File: src/rtl/cmd_status_pkg.sv
// constants and carrier types for the primary command/status bits
// assumes a single core clock and dword-wide configuration accesses
package cmd_status_pkg;
  localparam logic [11:0] CMD_STATUS_OFFSET = 12'h004;
  localparam int CFG_ADDR_W = 12;
  localparam int CFG_DATA_W = 32;
  // command field positions
  localparam int PALETTE_SNOOP_BIT = 5;
  localparam int PARITY_RESP_BIT = 6;
  localparam int WAIT_CYCLE_BIT = 7;
  localparam int SERR_ENABLE_BIT = 8;
  localparam int FAST_B2B_EN_BIT = 9;
  localparam int INTX_DISABLE_BIT = 10;
  // status field positions
  localparam int INTX_PENDING_BIT = 19;
  localparam int CAP_LIST_BIT = 20;
  localparam int CAP_66MHZ_BIT = 21;
  localparam int FAST_B2B_CAP_BIT = 23;
  localparam int MDPE_BIT = 24;
  // byte lanes of the writable fields
  localparam int PARITY_RESP_LANE = 0;
  localparam int CMD_HIGH_LANE = 1;
  localparam int MDPE_LANE = 3;
  // values after reset
  localparam logic PARITY_RESP_RESET = 1'b0;
  localparam logic SERR_ENABLE_RESET = 1'b0;
  localparam logic INTX_DISABLE_RESET = 1'b0;
  localparam logic INTX_PENDING_RESET = 1'b0;
  localparam logic MDPE_RESET = 1'b0;
  localparam logic CAP_LIST_VALUE = 1'b1;
  localparam logic [31:0] RD_DATA_RESET = 32'h0000_0000;

  typedef struct packed {
    logic wr;
    logic rd;
    logic [11:0] addr;
    logic [3:0] be;
    logic [31:0] data;
  } cfg_req_type;

  typedef struct packed {
    logic forward_err;
    logic reverse_err;
  } err_event_type;
endpackage

File: src/rtl/primary_command_status_bits.sv
// primary command bits 10:5 and status bits 24:19 of the config dword at 04h
// assumes config requests are one-cycle strobes synchronous to core_clk_in
//
// What this block does
// palette snoop enable bit 5 is read-only zero and snooping never happens.
// with bit 6 set, a poisoned TLP or parity error sets the parity error flag.
// with bit 6 clear, parity errors leave the status flag alone.
// wait cycle control bit 7 is read-only zero.
// forward mode sends error messages only while bit 8 is set.
// reverse mode drives the system error pin only while bit 8 is set.
// fast back-to-back enable bit 9 is read-only zero.
// bit 10 set blocks and releases INTx; it resets to zero.
// status bit 19 reads one while an INTx request is pending.
// status bit 20 always reads one for the capability list.
// status bit 21 resets to zero forward and one reverse.
// status bit 23 is one only in reverse mode with a conventional PCI primary.
// status bit 24 is the parity error flag, cleared by writing one.
// reserved status bits 18:16 and 22 read zero and ignore writes.
`timescale 1ns/1ps
module primary_command_status_bits (
  input wire logic core_clk_in,
  input wire logic srst_in,
  input wire cmd_status_pkg::cfg_req_type cfg_req_in,
  input wire logic reverse_mode_in,
  input wire logic primary_pci_mode_in,
  input wire logic parity_event_in,
  input wire cmd_status_pkg::err_event_type err_event_in,
  input wire logic intx_request_in,
  output logic [31:0] rd_data_out,
  output logic rd_valid_out,
  output logic parity_resp_en_out,
  output logic err_msg_out,
  output logic system_error_pin_n_out,
  output logic system_error_pin_n_oe_out,
  output logic intx_assert_out
);
  import cmd_status_pkg::*;

  logic par_resp_reg;
  logic serr_en_reg;
  logic intx_dis_reg;
  logic mdpe_reg;
  logic pend_reg;
  logic cap66_reg;
  logic fb2b_reg;
  logic [31:0] rd_data_reg;
  logic rd_valid_reg;
  logic err_msg_reg;
  logic serr_oe_reg;
  logic intx_out_reg;
  logic serr_val_reg;

  // decode
  wire hit = cfg_req_in.addr == CMD_STATUS_OFFSET;
  wire wr_hit = cfg_req_in.wr && hit;
  wire rd_hit = cfg_req_in.rd && hit;
  wire wr_lane0 = wr_hit && cfg_req_in.be[PARITY_RESP_LANE];
  wire wr_lane1 = wr_hit && cfg_req_in.be[CMD_HIGH_LANE];
  wire wr_lane3 = wr_hit && cfg_req_in.be[MDPE_LANE];

  wire par_resp_next = wr_lane0 ? cfg_req_in.data[PARITY_RESP_BIT] : par_resp_reg;
  wire serr_en_next = wr_lane1 ? cfg_req_in.data[SERR_ENABLE_BIT] : serr_en_reg;
  wire intx_dis_next = wr_lane1 ? cfg_req_in.data[INTX_DISABLE_BIT] : intx_dis_reg;

  // parity flag: set wins over write-one-clear
  wire mdpe_set = parity_event_in && par_resp_reg;
  wire mdpe_clr = wr_lane3 && cfg_req_in.data[MDPE_BIT];
  wire mdpe_next = mdpe_set || (mdpe_reg && !mdpe_clr);

  // error reporting gates
  wire err_msg_next = err_event_in.forward_err && serr_en_reg && !reverse_mode_in;
  wire serr_drive_next = err_event_in.reverse_err && serr_en_reg && reverse_mode_in;
  wire intx_next = intx_request_in && !intx_dis_reg;
  wire fb2b_next = reverse_mode_in && primary_pci_mode_in;

  // read image: bits 5, 7, 9, 18:16, 22 and everything outside the block are zero
  logic [31:0] rd_image;
  always_comb begin
    rd_image = 32'h0000_0000;
    rd_image[PARITY_RESP_BIT] = par_resp_reg;
    rd_image[SERR_ENABLE_BIT] = serr_en_reg;
    rd_image[INTX_DISABLE_BIT] = intx_dis_reg;
    rd_image[INTX_PENDING_BIT] = pend_reg;
    rd_image[CAP_LIST_BIT] = CAP_LIST_VALUE;
    rd_image[CAP_66MHZ_BIT] = cap66_reg;
    rd_image[FAST_B2B_CAP_BIT] = fb2b_reg;
    rd_image[MDPE_BIT] = mdpe_reg;
  end
  wire [31:0] rd_data_next = rd_hit ? rd_image : RD_DATA_RESET;

  // command bits
  always_ff @(posedge core_clk_in) begin
    if (srst_in) begin
      par_resp_reg <= PARITY_RESP_RESET;
      serr_en_reg <= SERR_ENABLE_RESET;
      intx_dis_reg <= INTX_DISABLE_RESET;
    end else begin
      par_resp_reg <= par_resp_next;
      serr_en_reg <= serr_en_next;
      intx_dis_reg <= intx_dis_next;
    end
  end

  // status bits; 66MHz strap caught while reset is held
  always_ff @(posedge core_clk_in) begin
    if (srst_in) begin
      mdpe_reg <= MDPE_RESET;
      pend_reg <= INTX_PENDING_RESET;
      cap66_reg <= reverse_mode_in;
      fb2b_reg <= fb2b_next;
    end else begin
      mdpe_reg <= mdpe_next;
      pend_reg <= intx_request_in;
      fb2b_reg <= fb2b_next;
    end
  end

  // read port and primary side outputs
  always_ff @(posedge core_clk_in) begin
    if (srst_in) begin
      rd_data_reg <= RD_DATA_RESET;
      rd_valid_reg <= 1'b0;
      err_msg_reg <= 1'b0;
      serr_oe_reg <= 1'b0;
      serr_val_reg <= 1'b1;
      intx_out_reg <= 1'b0;
    end else begin
      rd_data_reg <= rd_data_next;
      rd_valid_reg <= rd_hit;
      err_msg_reg <= err_msg_next;
      serr_oe_reg <= serr_drive_next;
      serr_val_reg <= !serr_drive_next;
      intx_out_reg <= intx_next;
    end
  end

  assign rd_data_out = rd_data_reg;
  assign rd_valid_out = rd_valid_reg;
  assign parity_resp_en_out = par_resp_reg;
  assign err_msg_out = err_msg_reg;
  assign system_error_pin_n_out = serr_val_reg;
  assign system_error_pin_n_oe_out = serr_oe_reg;
  assign intx_assert_out = intx_out_reg;
endmodule // primary_command_status_bits

File: config.mk
export PLATFORM = sky130hd
export DESIGN_NAME = primary_command_status_bits
export DESIGN_NICKNAME = d
export VERILOG_FILES = /design/src/rtl/cmd_status_pkg.sv /design/src/rtl/primary_command_status_bits.sv
export SDC_FILE = /design/constraint.sdc
export NUM_CORES = 1
export LEC_CHECK = 0
export ABC_AREA = 1
export BUFFER_PORTS_ARGS = -buffer_cell sky130_fd_sc_hd__clkbuf_2
export CAP_MARGIN = 20
export CORE_MARGIN = 1
export CORE_UTILIZATION = 35
export DETAILED_ROUTE_END_ITERATION = 8
export GPL_TIMING_DRIVEN = 1
export PLACE_DENSITY = 0.83
export SKIP_CTS_REPAIR_TIMING = 1
export SLEW_MARGIN = 20
export SYNTH_ARGS = -nofsm -noshare
export SYNTH_HDL_FRONTEND = slang
export SYNTH_SLANG_ARGS = --single-unit
File: constraint.sdc
create_clock -name core_clk_in -period 2.1 [get_ports core_clk_in]
set_clock_uncertainty 0.05 [all_clocks]
set_input_delay 0 -clock core_clk_in [delete_from_list [all_inputs] [get_ports core_clk_in]]
set_output_delay 0 -clock core_clk_in [all_outputs]
set_load 0.005 [all_outputs]
---- Word-level counts from Yosys, hierarchy flattened ----
Index checks and enable logic that the tools add are counted.
storage, ports and cells
  flip-flop bits (word level) ............. 44
  latch bits .............................. 0
  bits in writable memories ............... 0
  memory bits (read-only) ................. 0
  input port bits ......................... 58
  output and inout port bits .............. 38
  logic and storage cells ................. 37
  memories kept ........................... 0
cells by class
  add/sub/neg operators ................... 0
  $mul .................................... 0
  divide/modulo/power cells ............... 0
  magnitude comparators ................... 0
  equality and inequality tests ........... 1
  shift operators ......................... 0
  mux-type cells .......................... 1
  bitwise operators ....................... 1
  reductions and logical operators ........ 20
operator list
  cell                 number
  $mux 21              1
  $logic_and 1x1->1    14
  $eq 12x3->1 const B  1
  $logic_not 1->1      4
  $reduce_or 2->1      1
  $logic_or 1x1->1     1
  $not 1->1            1

---- Depth between registers and ports, before layout ----
Gate-level depths: netlist (run 1).
  depth in word-level cells ............... 7
  mapped depth ............................ 8
  gate-level depth less buffers ........... 8

---- Worst setup path after synthesis (run 1) ----
OpenSTA, ideal clock, no wires.
  path type ............................... input to register
  start ................................... input cfg_req_in[45] in the netlist's numbering
  end ..................................... register intx_dis_reg
  library setup time ...................... 0.113 ns
  arrival ................................. 0.583 ns
  data required time ...................... 1.937 ns
  slack ................................... 1.354 ns
  stages .................................. 6
  buffers on the path ..................... 0
  cells stage by stage .................... nor2_1 nand2_1 nor2_4 nand4_2 nor2_1 nor2_1
between the ends
  longest elaborated chain between the ends .. 3
RTL lines
  element                 RTL line                            RTL
  start: declaration      primary_command_status_bits.sv:23   input wire cmd_status_pkg::cfg_req_type cfg_req_in,
  $eq 12x3->1             primary_command_status_bits.sv:54   wire hit = cfg_req_in.addr == CMD_STATUS_OFFSET;
  $logic_and 1x1->1       primary_command_status_bits.sv:55   wire wr_hit = cfg_req_in.wr && hit;
  $logic_and 1x1->1       primary_command_status_bits.sv:58   wire wr_lane1 = wr_hit && cfg_req_in.be[CMD_HIGH_LANE];
  end signal: assignment  primary_command_status_bits.sv:100  intx_dis_reg <= intx_dis_next;
  end: declaration        primary_command_status_bits.sv:41   logic intx_dis_reg;
Every way passes these cells.
A chain may end at the register's enable or synchronous reset.

---- Final worst setup path (run 1) ----
  start ................................... input srst_in
  end ..................................... register serr_val_reg, in the netlist system_error_pin_n_out
RTL lines
  element                 RTL line                            RTL
  start: declaration      primary_command_status_bits.sv:22   input wire logic srst_in,
  end signal: assignment  primary_command_status_bits.sv:132  serr_val_reg <= !serr_drive_next;
  end: declaration        primary_command_status_bits.sv:51   logic serr_val_reg;
No word-level cell between the ends.

==> metrics, run 1 <==
status=complete, but fails checks; failing checks=negative hold slack; final wirelength=approximately 1600 µm; Bufs on Longest Clock Path=2; full die area=about 2600 µm²; detailed placer's ending HPWL=approximately 1100 µm; Die Ht=~50 µm; setup TNS=0 ns; CTS tree=yes; drt initial violations=6; Max Clock Freq=about 700 MHz; Worst setup SP type=input pin; final hold slack=-0.00288 ns; Synth area leader=dfxtp_1; Chip Width=51.2 µm; Crit. Startpoint=srst_in; CP Data Arrival Time=1.53 ns; ANT cells=0; Slew Viols, Final=0; largest net degree at the start of global routing=12; MaxCap Viol Count=0; Final Cycle Share=0.660; worst r2r path cells=3; worst r2r src=serr_en_reg$_SDFFE_PP0P_; IO buf count=42; max FFs per register=8; clk_lat worst skew=~0.3 ns; DR WL/cell=8.42 µm; Syn. warnings=0; clock buffer count from CTS=3; Layout fillers=roughly 200; Vias=around 740; H-tree Lvls=1; gr usage total=0.116; vias in the first global route=about 610; final setup fails=0; Cells after Synth=102; met2 wire length=between 800 and 900 µm; initial core utilization=0.376; RSZ-0062 raised after global routing=no; CTS sink count=19; synthesized area=roughly 850 µm²; Leak=0.000642 µW; CP endpoint=system_error_pin_n_out$_SDFF_PP1_; worst reg2reg setup slack=between 0.8 and 0.9 ns; Worst Path Required=approximately 2.3 ns; Hold Path Class=in -> reg; highest routed layer=met4; Via density=slightly below 4; Place WS=between 1 and 1.5 ns; worst r2r dst=err_msg_out$_SDFF_PP0_; Clk pin slew, worst setup/hold paths=approximately 0.11 ns; Residual DRC=0; first-pass GRT wire length=between 2000 and 2500 µm; Syn-to-layout area delta=38.0%; most frequent cells in the layout=42 x clkbuf_2, 24 x conb_1, 19 x nor2_1; RePlAce Congestion=between 0.6 and 0.7; wl on met1=606 µm; synthesized flop and latch total=19; average size of a mapped cell=just over 8 µm²; drt pass-1 iters=4; met3 wire length=126 µm; Root Driver=clkbuf_4; top cells by area, synth=dfxtp_1 43%, buf_4 22%, nor2_1 8.4%, nand2_1 5.8%, inv_1 5.3%; critical path class=in -> reg; commonest non-fill, non-tap cell in the layout=clkbuf_2; Detail Route Antenna Nets=0; row count=17; Seq/Total Area, Yosys=0.461; layout cell share with drive strength beyond 1=0.329; Final Hold Viols=1; top cell type's share of synthesized area=0.425; core area=2250 µm²; crit end category=register; Max VDD drop=0.404 mV; crit path max fanout=6; min Tclk post-route=around 1.4 ns; post-layout net count=between 200 and 250; total gr overflow=0; Pwr per Cell Area=536 nW/µm²; Yosys cell types=16; Ports=96; Final Worst Setup Slack=slightly above 0.7 ns; Tot Pwr=approximately 630 µW; initial antenna violation count=0
where the power goes:
| group | internal (µW) | leakage (µW) | switching, µW |
|---|---|---|---|
| Clock | 71.2 | 0.0000177 | 113 |
| Combinational | 39.0 | 0.000468 | 34.0 |
| Sequential | 368 | 0.000156 | 0.988 |
critical path, stage by stage:
cell	delay [ns]
dlygate4sd3_1	0.54
clkbuf_2	0.16
inv_2	0.14
nand4_1	0.10
dlygate4sd3_1	0.59
kinds of logic after synthesis:
| kind of cell | share of synthesized area |
|---|---|
| AND/OR/NAND/NOR | 0.245 |
| other | 0.00443 |
| AO/OA/AOI/OAI | 0.00590 |
| flip-flops | 0.461 |
| buffers and inverters | 0.284 |
cell usage after synthesis:
cell type / number
buf_4: 25
nor2_1: 19
dfxtp_1: 18
nand2_1: 13
inv_1: 12
nand4_1: 3
inv_2: 2
nor3_1: 2
a21oi_1: 1
and2_2: 1
conb_1: 1
edfxtp_1: 1
nand4_2: 1
nand4_4: 1
nor2_2: 1
nor2_4: 1
worst min-delay path by stage:
stage                        startpoint                         endpoint  depth (start not counted)
finish                   cfg_req_in[32]  parity_resp_en_out$_SDFFE_PP0P_                          4
global route             cfg_req_in[33]         serr_en_reg$_SDFFE_PP0P_                          4
CTS                 primary_pci_mode_in                 fb2b_reg$_DFF_P_                          3
detailed placement  primary_pci_mode_in                 fb2b_reg$_DFF_P_                          3
global placement    primary_pci_mode_in                 fb2b_reg$_DFF_P_                          3
floorplan                       srst_in              mdpe_reg$_SDFF_PP0_                          1
metrics by stage:
step / instance area [µm²] / cells / hold slack [ns] / utilization
detailed placement: 991 / 170 / 0.160 / 0.440
floorplan: 933 / 125 / 0.0191 / -
global placement: 991 / 170 / 0.147 / 0.440
finish: 1170 / 189 / -0.00288 / 0.518
CTS: 1020 / 174 / -0.158 / 0.452
global route: 1170 / 189 / 0.00671 / 0.518
layout make-up:
class	count	area (µm²)	share of cell area
flip-flops and latches	19	390	0.334
repair buffers	57	360	0.308
multi-input cells	67	303	0.259
inverters	14	52.6	0.0450
well taps	28	35.0	0.0300
clock buffers	3	22.5	0.0193
clock inverters	1	5.00	0.00428
routing by layer:
layer  vias to the layer above  track usage
met3                         3       0.0357
met1                       325        0.102
li1                        375            -
met5                         -            0
met4                         0       0.0926
met2                        39        0.215
(Power assumes the default switching activity.)
==> inputs of run 2 (changes only) <==
- CORE_UTILIZATION: 35 -> 30
- PLACE_DENSITY: 0.83 -> 0.76
- clock period: 2.1 -> 1.25 ns (I/O delays scaled with it)
==> metrics, run 2 (same netlist as run 1, synthesis figures left out) <==
status=finished, final reports clean (was complete, but fails checks); first-pass GRT wire length=2260 µm (was 2240 µm); row count=18 (was 17); drt pass-1 iters=4 (unchanged); multi-input logic area=303 µm² (unchanged); final hold slack=0.00339 ns (was -0.00288 ns); final setup fails=0 (unchanged); critical path class=in -> reg (unchanged); Final Cycle Share=0.943; placed standard-cell area=993 µm² (was 991 µm²); Pwr per Cell Area=895 nW/µm² (was 536 nW/µm²); worst r2r dst=serr_en_reg$_SDFFE_PP0P_ (was err_msg_out$_SDFF_PP0_); RSZ-0062 raised after global routing=no (unchanged); Root Driver=clkbuf_4 (unchanged); Residual DRC=0 (unchanged); Syn-to-layout area delta=35.7% (was 38.0%); RePlAce Congestion=0.733 (was 0.697); final wirelength=1530 µm (was 1590 µm); Max Clock Freq=about 850 MHz; Worst setup SP type=input pin (unchanged); Place WS=0.332 ns (was 1.18 ns); hold path depth=4 (unchanged); worst reg2reg setup slack=0.52 ns (was 0.84 ns); Vias=717 (was 742); crit path max fanout=6 (unchanged); Clk pin slew, worst setup/hold paths=0.09 ns (was 0.11 ns); min Tclk post-route=between 1 and 1.5 ns; worst r2r path cells=4 (was 3); CP Data Arrival Time=1.31 ns (was 1.53 ns); CTS tree=yes (unchanged); Leak=0.000631 µW (was 0.000642 µW); commonest non-fill, non-tap cell in the layout=clkbuf_2 (unchanged); post-layout net count=218 (was 220); clock buffer count from CTS=3 (unchanged); initial core utilization=0.330 (was 0.376); area occupied by registers=390 µm² (unchanged); Via density=3.79 (was 3.93); drt initial violations=8 (was 6); H-tree Lvls=1 (unchanged); Tot Pwr=1030 µW (was 626 µW); ANT cells=0 (unchanged); Slew Viols, Final=0 (unchanged); max FFs per register=8 (unchanged); worst r2r src=serr_en_reg$_SDFFE_PP0P_ (unchanged); Die Ht=55.1 µm (was 51.2 µm); Detail Route Antenna Nets=0 (unchanged); setup TNS=0 ns (unchanged); most frequent cells in the layout=42 x clkbuf_2, 24 x conb_1, 19 x nor2_1 (unchanged); IO buf count=42 (unchanged); largest net degree at the start of global routing=11 (was 12); Hold Path Class=in -> reg (unchanged); CTS sink count=19 (unchanged); Chip Width=55.1 µm (was 51.2 µm); DR WL/cell=8.07 µm (was 8.42 µm); hold path start=cfg_req_in[32] (unchanged); Bufs on Longest Clock Path=2 (unchanged); layout cell share with drive strength beyond 1=0.327 (was 0.329); Worst Path Required=1.38 ns (was 2.25 ns); crit end category=register (unchanged); Final Hold Viols=0 (was 1); post-route cell area=1150 µm² (was 1170 µm²); initial antenna violation count=0 (unchanged); Ports=96 (unchanged); total gr overflow=0 (unchanged); gr usage total=0.102 (was 0.116); clk_lat worst skew=0.28 ns (was 0.30 ns); Layout fillers=257 (was 204); Hold EP=parity_resp_en_out$_SDFFE_PP0P_ (unchanged); detailed placer's ending HPWL=1150 µm (was 1130 µm); Final Worst Setup Slack=0.0715 ns (was 0.713 ns); full die area=3040 µm² (was 2620 µm²); core area=2570 µm² (was 2250 µm²); MaxCap Viol Count=0 (unchanged); Max VDD drop=0.661 mV (was 0.404 mV); vias in the first global route=587 (was 606)
==> run 2: changes by cell type in the layout (fill, tap and decap cells not counted), sizes merged <==
cell,change
dlygate4sd3,-2
clkbuf,+1
clkinv,-1
==> run 2: layout make-up <==
cell class,instances,share of cell area
tap,30,0.0326
clock buffer,4,0.0229
multi-input combinational,67,0.263
inverter,14,0.0457
timing repair buffer,55,0.296
sequential,19,0.339
==> run 2: worst max path at each step <==
| stage | startpoint | endpoint | slack, ns | cells after the start |
|---|---|---|---|---|
| global placement | cfg_req_in[45] | intx_dis_reg$_SDFFE_PP0P_ | 0.34 | 7 |
| finish | srst_in | pend_reg$_SDFF_PP0_ | 0.07 | 4 |
| detailed placement | cfg_req_in[45] | intx_dis_reg$_SDFFE_PP0P_ | 0.33 | 7 |
| floorplan | cfg_req_in[45] | intx_dis_reg$_SDFFE_PP0P_ | 0.50 | 6 |
| global route | intx_request_in | pend_reg$_SDFF_PP0_ | 0.05 | 5 |
| CTS | parity_resp_en_out$_SDFFE_PP0P_ | parity_resp_en_out | 0.42 | 1 |
==> run 2: stage by stage <==
step / cells / utilization
floorplan: 125 / -
global placement: 172 / 0.387
detailed placement: 172 / 0.387
CTS: 176 / 0.397
global route: 189 / 0.448
finish: 189 / 0.448
==> run 2: where the power goes <==
| group | switching (µW) | internal (µW) | leakage (µW) |
|---|---|---|---|
| registers | 1.88 | 618 | 0.000156 |
| logic | 56.4 | 65.5 | 0.000460 |
| clock network | 164 | 124 | 0.0000150 |
| total | 222 | 807 | 0.000631 |
==> run 2: per-layer routing <==
metal | vias up | track usage | part of all wire
li1 | 374 | - | -
met1 | 309 | 0.107 | 0.37
met2 | 34 | 0.191 | 0.56
met3 | 0 | 0.0164 | 0.064
met4 | 0 | 0.0583 | 0
met5 | - | 0 | 0
==> run 2: worst max-delay path, cell delays in order <==
cell	delay [ns]
dlygate4sd3_1	0.53
clkbuf_2	0.17
nor2_1	0.06
dlygate4sd3_1	0.54
==> inputs of run 3 (changes only) <==
- CELL_PAD_IN_SITES_DETAIL_PLACEMENT: default -> 0
- CELL_PAD_IN_SITES_GLOBAL_PLACEMENT: default -> 1
- CORE_UTILIZATION: 30 -> 19
- PLACE_DENSITY: 0.76 -> default
- PLACE_DENSITY_LB_ADDON: default -> 0.1
- TNS_END_PERCENT: default -> 30
==> metrics, run 3 (same netlist as run 1, synthesis figures left out) <==
status=finished, final reports clean (unchanged); Pwr per Cell Area=963 nW/µm² (was 895 nW/µm²); RePlAce Congestion=0.663 (was 0.733); Hold Path Class=in -> reg (unchanged); internal power=910 µW (was 807 µW); min Tclk post-route=1.21 ns (was 1.18 ns); IO buf count=42 (unchanged); DP Cell Count=192 (was 172); largest net degree at the start of global routing=11 (unchanged); CTS tree=yes (unchanged); final setup fails=0 (unchanged); post-layout net count=218 (unchanged); initial antenna violation count=0 (unchanged); setup TNS=0 ns (unchanged); Final Cycle Share=0.969 (was 0.943); Leak=0.000638 µW (was 0.000631 µW); Chip Width=68.8 µm (was 55.1 µm); clk_lat worst skew=0.25 ns (was 0.28 ns); drt initial violations=12 (was 8); Layout fillers=480 (was 257); Place WS=0.335 ns (was 0.332 ns); layout cell share with drive strength beyond 1=0.327 (unchanged); vias in the first global route=575 (was 587); clock buffer count from CTS=3 (unchanged); Cell Count, Final, Fillers Out=209 (was 189); critical path class=in -> reg (unchanged); total gr overflow=0 (unchanged); row count=23 (was 18); core area=4140 µm² (was 2570 µm²); Worst setup SP type=input pin (unchanged); ANT cells=0 (unchanged); most frequent cells in the layout=42 x clkbuf_2, 24 x conb_1, 19 x nor2_1 (unchanged); post-route cell area=1190 µm² (was 1150 µm²); MaxCap Viol Count=0 (unchanged); Comb power frac=0.105 (was 0.118); Worst Path Required=1.34 ns (was 1.38 ns); gr usage total=0.0704 (was 0.102); Seq pwr share=0.539 (was 0.602); Vias=710 (was 717); H-tree Lvls=1 (unchanged); final wirelength=1690 µm (was 1530 µm); Via density=3.40 (was 3.79); CP Data Arrival Time=1.30 ns (was 1.31 ns); Root Driver=clkbuf_8 (was clkbuf_4); max FFs per register=8 (unchanged); Slew Viols, Final=0 (unchanged); crit path max fanout=2 (was 6); Bufs on Longest Clock Path=2 (unchanged); Final Hold Viols=0 (unchanged); Max Clock Freq=825 MHz (was 849 MHz); final hold slack=0.0240 ns (was 0.00339 ns); Max VDD drop=0.300 mV (was 0.661 mV); Ports=96 (unchanged); Detail Route Antenna Nets=0 (unchanged); commonest non-fill, non-tap cell in the layout=clkbuf_2 (unchanged); first-pass GRT wire length=2320 µm (was 2260 µm); crit end category=register (unchanged); sw frac=0.209 (was 0.216); detailed placer's ending HPWL=1330 µm (was 1150 µm); clock share of power=0.355 (was 0.279); Syn-to-layout area delta=40.9% (was 35.7%); drt pass-1 iters=2 (was 4); DR WL/cell=8.10 µm (was 8.07 µm); initial core utilization=0.204 (was 0.330); switching power=240 µW (was 222 µW); RSZ-0062 raised after global routing=no (unchanged); placed standard-cell area=1020 µm² (was 993 µm²); Die Ht=68.8 µm (was 55.1 µm); Final Worst Setup Slack=0.0385 ns (was 0.0715 ns); Residual DRC=0 (unchanged); full die area=4730 µm² (was 3040 µm²); CTS sink count=19 (unchanged); Clk pin slew, worst setup/hold paths=0.06 ns (was 0.09 ns)
## run 3: cell counts in the layout (fill, tap and decap cells not counted)
Identical to the previous run, type by type.
## run 3: final cells by class
| cell class | count | area, µm² | area share |
|---|---|---|---|
| flip-flops and latches | 19 | 390 | 0.327 |
| repair buffers | 55 | 340 | 0.285 |
| inverters | 14 | 52.6 | 0.0440 |
| multi-input cells | 67 | 303 | 0.254 |
| well taps | 50 | 62.6 | 0.0524 |
| clock buffers | 4 | 45.0 | 0.0377 |
## run 3: power by group through the flow
stage          logic [µW]  clock network (µW)  registers [µW]
2_1_floorplan        88.4                   0             634
3_3_place_gp         87.9                   0             634
3_5_place_dp         88.9                   0             634
4_1_cts              89.2                 436             620
5_1_grt               138                 456             620
6_report              121                 409             620
## run 3: per-stage QoR
stage / utilization / total power [µW]
floorplan: - / 722
global placement: 0.246 / 722
detailed placement: 0.246 / 723
CTS: 0.257 / 1150
global route: 0.288 / 1210
finish: 0.288 / 1150
## run 3: critical path, cell delays in order
cell and delay [ns]:
dlygate4sd3_1 0.54, clkbuf_2 0.10, inv_1 0.07, nor2_1 0.04, dlygate4sd3_1 0.55
## run 3: layer usage
metal | global-route usage | up-vias | share of wire | wire (µm)
li1 | - | 369 | - | -
met1 | 0.0649 | 301 | 0.37 | 628
met2 | 0.125 | 38 | 0.53 | 900
met3 | 0.0247 | 2 | 0.087 | 147
met4 | 0.0561 | 0 | 0.010 | 17
met5 | 0 | - | 0 | 0
## run 3: worst paths after layout
path,cells past startpoint,startpoint,to,slack (ns)
worst max register to register,4,serr_en_reg$_SDFFE_PP0P_,serr_en_reg$_SDFFE_PP0P_,0.54
worst min-delay path,3,cfg_req_in[48],rd_data_out[20]$_SDFF_PP0_,0.02
worst max-delay path,5,intx_request_in,pend_reg$_SDFF_PP0_,0.04
worst min register to register,2,fb2b_reg$_DFF_P_,rd_data_out[23]$_SDFF_PP0_,0.36
